$ cat src/logic/dio_port_pkg.sv
/*
  package for the sixteen-line digital port with timer multiplexing:
  line count, reset values, function-select encodings and the carrier structs.
  assumes nothing of its surroundings; used by dio_port and the testbench.
*/
`default_nettype none

package dio_port_pkg;

  localparam int unsigned LINE_COUNT = 16;

  // function select after reset: plain general-purpose use
  localparam logic [1:0] FUNC_GPIO     = 2'h0;
  localparam logic [1:0] FUNC_TIMER4   = 2'h1;
  localparam logic [1:0] FUNC_TIMER8   = 2'h2;
  localparam logic [1:0] FUNC_RESET    = 2'h0;

  localparam logic [15:0] DIR_RESET    = 16'h0000;
  localparam logic [15:0] INVERT_RESET = 16'h0000;
  localparam logic [15:0] LEVEL_RESET  = 16'h0000;

  // zero-based line positions of the timer signals
  localparam int unsigned LINE_CH5_OUT_A = 8;
  localparam int unsigned LINE_CH5_OUT_B = 9;
  localparam int unsigned LINE_CH3_GATE  = 10;
  localparam int unsigned LINE_CH4_GATE  = 11;
  localparam int unsigned LINE_T3_OUT    = 12;
  localparam int unsigned LINE_T3_IN     = 13;
  localparam int unsigned LINE_T4_OUT    = 14;
  localparam int unsigned LINE_T4_IN     = 15;

  typedef struct packed {
    logic t3_out;
    logic t4_out;
    logic ch5_out;
  } timer_out_type;

  typedef struct packed {
    logic t3_in;
    logic t4_in;
    logic ch3_gate;
    logic ch4_gate;
  } timer_in_type;

endpackage : dio_port_pkg

`default_nettype wire

$ cat src/logic/dio_port.sv
/*
  sixteen-line general-purpose port with optional timer signals on lines 9-16.
  assumes pin inputs synchronous to clk, an external pull-up on every line,
  and control bits held by surrounding logic as plain ports.
*/
`default_nettype none
`timescale 1ns/1ps

module dio_port #(
  parameter int unsigned LINES = dio_port_pkg::LINE_COUNT
) (
  input  wire logic                        clk,
  input  wire logic                        rst_n,
  input  wire logic                        clk_en,
  input  wire logic [LINES-1:0]            dir_out,
  input  wire logic [LINES-1:0]            invert_in,
  input  wire logic [LINES-1:0]            out_level,
  input  wire logic [1:0]                  func_sel,
  input  wire dio_port_pkg::timer_out_type timer_out,
  input  wire logic [LINES-1:0]            line_in,
  output var  logic [LINES-1:0]            line_out,
  output var  logic [LINES-1:0]            line_oe,
  output var  logic [LINES-1:0]            read_value,
  output var  dio_port_pkg::timer_in_type  timer_in,
  output var  logic [1:0]                  func_mode
);

  // the timer line positions are fixed, so any other width cannot be served
  if (LINES != dio_port_pkg::LINE_COUNT) begin : g_bad_lines
    $error("dio_port serves exactly sixteen lines");
  end

  // ==========================================================
  // function select register
  logic [1:0] next_func_mode;

  always_comb begin
    next_func_mode = func_mode;
    if (func_sel == dio_port_pkg::FUNC_GPIO || func_sel == dio_port_pkg::FUNC_TIMER4 ||
        func_sel == dio_port_pkg::FUNC_TIMER8) begin
      next_func_mode = func_sel;
    end
  end

  always_ff @(posedge clk or negedge rst_n) begin
    if (!rst_n) begin
      func_mode <= dio_port_pkg::FUNC_RESET;
    end else if (clk_en) begin
      func_mode <= next_func_mode;
    end
  end

  // ==========================================================
  // per-line ownership: which lines the timers claim, and how
  logic [LINES-1:0] timer_owned;
  logic [LINES-1:0] timer_drives;
  logic [LINES-1:0] timer_level;
  logic             mode4;
  logic             mode8;

  always_comb begin
    mode4 = (func_mode == dio_port_pkg::FUNC_TIMER4) || (func_mode == dio_port_pkg::FUNC_TIMER8);
    mode8 = (func_mode == dio_port_pkg::FUNC_TIMER8);
    timer_owned  = '0;
    timer_drives = '0;
    timer_level  = '0;
    timer_owned[dio_port_pkg::LINE_T3_OUT]  = mode4;
    timer_owned[dio_port_pkg::LINE_T3_IN]   = mode4;
    timer_owned[dio_port_pkg::LINE_T4_OUT]  = mode4;
    timer_owned[dio_port_pkg::LINE_T4_IN]   = mode4;
    timer_owned[dio_port_pkg::LINE_CH5_OUT_A] = mode8;
    timer_owned[dio_port_pkg::LINE_CH5_OUT_B] = mode8;
    timer_owned[dio_port_pkg::LINE_CH3_GATE]  = mode8;
    timer_owned[dio_port_pkg::LINE_CH4_GATE]  = mode8;
    timer_drives[dio_port_pkg::LINE_T3_OUT] = mode4;
    timer_drives[dio_port_pkg::LINE_T4_OUT] = mode4;
    timer_drives[dio_port_pkg::LINE_CH5_OUT_A] = mode8;
    timer_drives[dio_port_pkg::LINE_CH5_OUT_B] = mode8;
    timer_level[dio_port_pkg::LINE_T3_OUT] = timer_out.t3_out;
    timer_level[dio_port_pkg::LINE_T4_OUT] = timer_out.t4_out;
    timer_level[dio_port_pkg::LINE_CH5_OUT_A] = timer_out.ch5_out;
    timer_level[dio_port_pkg::LINE_CH5_OUT_B] = timer_out.ch5_out;
  end

  // ==========================================================
  // line drivers and read-back
  // a timer output still needs its direction bit set, so software keeps the
  // final say over whether anything drives the connector
  logic [LINES-1:0] next_line_out;
  logic [LINES-1:0] next_line_oe;
  logic [LINES-1:0] next_read_value;

  always_comb begin
    for (int i = 0; i < LINES; i++) begin
      next_line_oe[i]  = dir_out[i] & (~timer_owned[i] | timer_drives[i]);
      next_line_out[i] = timer_drives[i] ? timer_level[i] : out_level[i];
      next_read_value[i] = line_in[i] ^ invert_in[i];
    end
  end

  always_ff @(posedge clk or negedge rst_n) begin
    if (!rst_n) begin
      line_oe    <= dio_port_pkg::DIR_RESET;
      line_out   <= dio_port_pkg::LEVEL_RESET;
      read_value <= dio_port_pkg::INVERT_RESET;
    end else if (clk_en) begin
      line_oe    <= next_line_oe;
      line_out   <= next_line_out;
      read_value <= next_read_value;
    end
  end

  // ==========================================================
  // timer inputs taken from the pins
  dio_port_pkg::timer_in_type next_timer_in;

  always_comb begin
    next_timer_in.t3_in    = mode4 & line_in[dio_port_pkg::LINE_T3_IN];
    next_timer_in.t4_in    = mode4 & line_in[dio_port_pkg::LINE_T4_IN];
    next_timer_in.ch3_gate = mode8 & line_in[dio_port_pkg::LINE_CH3_GATE];
    next_timer_in.ch4_gate = mode8 & line_in[dio_port_pkg::LINE_CH4_GATE];
  end

  always_ff @(posedge clk or negedge rst_n) begin
    if (!rst_n) begin
      timer_in <= '0;
    end else if (clk_en) begin
      timer_in <= next_timer_in;
    end
  end
endmodule : dio_port

`default_nettype wire

$ cat config.mk
export PLATFORM = sky130hd
export DESIGN_NAME = dio_port
export DESIGN_NICKNAME = d
export VERILOG_FILES = /design/src/logic/dio_port_pkg.sv /design/src/logic/dio_port.sv
export SDC_FILE = /design/constraint.sdc
export NUM_CORES = 1
export LEC_CHECK = 0
export ABC_AREA = 1
export BUFFER_PORTS_ARGS = -buffer_cell sky130_fd_sc_hd__buf_4
export CAP_MARGIN = 5
export CORE_MARGIN = 1
export CORE_UTILIZATION = 25
export DETAILED_ROUTE_END_ITERATION = 12
export PLACE_DENSITY = 0.6
export SETUP_SLACK_MARGIN = 0.15
export SYNTH_ARGS = -nofsm -noshare
export SYNTH_HDL_FRONTEND = slang
export SYNTH_SLANG_ARGS = --single-unit
export TNS_END_PERCENT = 20
$ cat constraint.sdc
create_clock -name clk -period 1.1 [get_ports clk]
set_input_delay 0.22 -clock clk [delete_from_list [all_inputs] [get_ports clk]]
set_output_delay 0.22 -clock clk [all_outputs]
set_load 0.01 [all_outputs]
After elaboration in Yosys (flattened, before gate mapping)
Cells that the tools add are included.
{"block": "classes", "n_eq_ne": 4, "muxes": 4, "bitwise_logic": 26, "n_reduce_logical": 5}
{"op": "$xor A1 B1 Y1", "count": 16}
{"op": "$and A1 B1 Y1", "count": 8}
{"op": "$eq A2 B1 Y1 const B", "count": 2}
{"op": "$eq A2 B2 Y1 const B", "count": 2}
{"op": "$mux W1", "count": 4}
{"op": "$logic_or A1 B1 Y1", "count": 3}
{"op": "$logic_not A2 Y1", "count": 1}
{"op": "$not A1 Y1", "count": 2}
{"op": "$reduce_and A2 Y1", "count": 1}
{"block": "word_totals", "ff_bits": 54, "input_bits": 72, "out_inout_bits": 54, "wordCells": 47}

Depth between registers and ports, before layout
{"block": "depth", "depth_word": 4, "mapped_depth": 6, "depth_no_buf": 6}

Worst setup path after synthesis
OpenSTA, ideal clock, no wires.
{"block": "synth_path", "kind": "register to register", "from": "register func_mode[0]", "to": "register line_out[12]", "setup_time_ps": 117, "arrival_ps": 1043, "required_ps": 983, "setup_slack_ps": -61, "path_stages_with_launch": 7, "path_buffers": 0, "cell_sequence": "dfrtp_1 inv_1 ha_1 inv_1 nand2_1 nand3_1 nand2_1"}
{"block": "synth_between", "elab_chain_len": 3, "word_cells_on_any_way": 4}
{"item": "start: declaration", "line_no": "dio_port.sv:25", "rtl": "output var logic [1:0] func_mode"}
{"item": "start signal: assignment", "line_no": "dio_port.sv:47", "rtl": "func_mode <= dio_port_pkg::FUNC_RESET;"}
{"item": "start signal: assignment", "line_no": "dio_port.sv:49", "rtl": "func_mode <= next_func_mode;"}
{"item": "$eq A2 B1 Y1 / $eq A2 B2 Y1 (equally long branches)", "line_no": "dio_port.sv:62", "rtl": "mode4 = (func_mode == dio_port_pkg::FUNC_TIMER4) || (func_mode == dio_port_pkg::FUNC_TIMER8);"}
{"item": "$logic_or A1 B1 Y1 (*)", "line_no": "dio_port.sv:62"}
{"item": "$mux W1 (*)", "line_no": "dio_port.sv:96", "rtl": "next_line_out[i] = timer_drives[i] ? timer_level[i] : out_level[i];"}
{"item": "end signal: assignment", "line_no": "dio_port.sv:104", "rtl": "line_out <= dio_port_pkg::LEVEL_RESET;"}
{"item": "end signal: assignment", "line_no": "dio_port.sv:108", "rtl": "line_out <= next_line_out;"}
{"item": "end: declaration", "line_no": "dio_port.sv:21", "rtl": "output var logic [LINES-1:0] line_out,"}
Every way passes the cells marked *; elsewhere a longest branch is shown, timed or not.
A chain may end at the register's enable or synchronous reset.

Final worst setup path
{"block": "layout_path", "from": "register func_mode[1]", "to": "output func_mode[1]"}
No word-level cell between the ends.

==> impl_metrics.json <==
{
  "fin_ws_ps": -15.7,
  "ctsHtreeMaxLevel": 2,
  "synthArstFlopShare_pct": 100,
  "synth_cell_types": 9,
  "synth_compound_area_share_pct": 0,
  "finalHoldViolCount": 0,
  "synth_xor_area_share_pct": 0,
  "syn_area_sq_um": 2400,
  "ys_warn_count": 0,
  "crit_path_cell_trace": "buf_6",
  "seq_area_sq_um": 1350,
  "diodes": 0,
  "worstMarginPinSlew_ps": 247,
  "cts_made_buffers": 5,
  "run_status": "finished with violations",
  "drtIter0Drc": 43,
  "synth-seq-cells": 54,
  "grt_max_degree": 36,
  "cellLeakagePower_uw": 0.00225,
  "vdd_drop_max_v": 0.000695,
  "hold_class": "input port to flip-flop",
  "cts_root_buf": "clkbuf_8",
  "critPathArrivalTime_ps": 900,
  "ys_top_cells_by_count": "nand2_1, dfrtp_1, inv_1",
  "clock_latency_ps": 310,
  "start_util_pct": 25.9,
  "core-area_sq_um": 9280,
  "antenna_found_initial": 0,
  "grt_pass1_vias": 2170,
  "synth.area.top_cells": "dfrtp_1, nand2_1, nand3_1",
  "dp_hpwl_mm": 4.70,
  "grt_pass1_wl_mm": 10.1,
  "slew_headroom_pct": 83.5,
  "cp_slowest_stage_delay_ps": 450,
  "crit_fanout": 4,
  "gp_congestion": 0.704,
  "viasPerCell": 3.97,
  "slew_violations": 0,
  "n_fill_cell": 945,
  "area_growth_pct": 64.6,
  "drt-total-wl_mm": 6.20,
  "die_h_microns": 100,
  "tns_ps": -15.7,
  "r2r_setup_slack_ps": 20,
  "synth_top_cell_area_share_pct": 56.2,
  "drive_gt1_share_pct": 36.1,
  "post-place-ws_ps": 60.3,
  "synthMuxAreaShare_pct": 0,
  "max_freq_mhz": 896,
  "postSynthNetCount": 382,
  "clk_pin_slew_ps": 100,
  "cts_tree": "yes",
  "cp.required_ps": 880,
  "yosysSeqAreaShare_pct": 56.2,
  "num-nets-final": 516,
  "multi_input_area_sq_um": 871,
  "power_density_nw_per_um2": 1340,
  "port_buffers": 125,
  "overflow": 0,
  "crit_buf_inv": 1,
  "pin_count": 126,
  "drv_cap": 0,
  "violations": "negative setup slack",
  "synthCells": 308,
  "rsz0062_at_grt": "yes",
  "die_w_microns": 100,
  "yosys.area_share.adder_pct": 1.04,
  "critPathLaunchType": "flip-flop",
  "design_area_sq_um": 3960,
  "die_area_sq_um": 10000,
  "post_drt_wl_per_cell_microns": 10.8,
  "ys.flop_type": "dfrtp_1",
  "syn_avg_cell_area_sq_um": 7.81,
  "synth_top_family_by_area": "simple AND/OR/NAND/NOR gates",
  "cts.sink_count": 54,
  "yosys.area_share.simple_pct": 33.1,
  "crit_family": "flip-flops",
  "placementRows": 35,
  "place_area_sq_um": 3520,
  "crit_slowest_cell": "dfrtp_2",
  "synth_edf_count": 0,
  "worstSetupPathType": "flip-flop to output port",
  "dr_total_vias": 2272,
  "cp-end-kind": "output port",
  "clk_path_buf_depth": 2,
  "ant_nets": 0,
  "setup_viol": 1,
  "drcViolationCount": 0,
  "post-synth-top-count-cell": "nand2_1",
  "skew_ps": 4.65,
  "stdcell_count": 572,
  "final_core_util_pct": 42.6,
  "grt_usage_pct": 12.7,
  "yosys.area.top_type": "dfrtp_1",
  "period_needed_ps": 1120,
  "dp.cells": 557,
  "post-route-period-util_pct": 101,
  "dr.pass1.iters": 4
}
## repair_timing
action,4_1_cts,5_1_grt
pin swaps,9,8
hold buffers,1,0
hold endpoints to repair,17,0
endpoints found under the setup margin,62,64
resized for setup,63,2
buffers inserted,3,3
## path summary, 6_finish.rpt
kind	start	endpoint	cells past startpoint
setup / recovery	func_mode[1]	func_mode[1]	1
hold / removal	out_level[6]	line_out[6]	3
setup reg to reg	func_mode[1]	line_out[14]	5
hold reg to reg	line_oe[6]	line_oe[6]	2
max in group asynchronous	rst_n	func_mode[1]	3
min in group asynchronous	rst_n	read_value[13]	2
## logic make-up (layout without fill, tap and decap cells)
logic type / after synthesis / in the layout
DFF: 54 / 54
buffers and inverters: 51 / 186
and+or+nand+nor: 201 / 201
adders and majority gates: 2 / 2
## stage by stage
stage / total power, uW / hold slack, ps
4_1_cts: 5380 / 93.3
2_1_floorplan: 2810 / -75.6
5_1_grt: 5610 / 97.5
3_3_place_gp: 3490 / 89.5
3_5_place_dp: 3510 / 84.1
6_report: 5310 / 106
## final cells by class
class,count,share of cell area (%)
sequential,54,34.2
clock buffer,6,2.09
clock inverter,2,1.52
inverter,40,3.86
timing repair buffer,138,32.3
tap,129,4.08
multi-input combinational,203,22.0
## metal layers
layer / wire (microns) / share of wire [%] / global-route usage, % / vias to the layer above
met3: 497 / 8.0 / 4.11 / 10
met5: 0 / 0 / 0 / -
met2: 3060 / 49 / 22.8 / 80
met1: 2570 / 41 / 14.6 / 1002
li1: - / - / - / 1180
met4: 82 / 1.3 / 3.23 / 0
## layout by cell type, fill, tap and decap left out
cell	instances
buf_4	80
dfrtp_1	53
buf_6	54
ha_4	1
nand2_1	165
clkbuf_8	6
nand2_2	3
dfrtp_2	1
dlygate4sd3_1	1
inv_2	3
ha_1	1
nand3_2	6
bufinv_16	2
inv_4	1
nand3_1	27
inv_1	36
buf_12	3
## registers in the layout (all words and copies together) (netlist names)
| signal | cells |
|---|---|
| func_mode | 2 |
| line_out | 16 |
| line_oe | 16 |
| timer_in | 4 |
| read_value | 16 |
## report_power, final
part | internal, uW | switching [uW]
Sequential | 2200 | 165
Combinational | 764 | 567
Clock | 970 | 646
Total | 3930 | 1380
(Power assumes the default switching activity.)
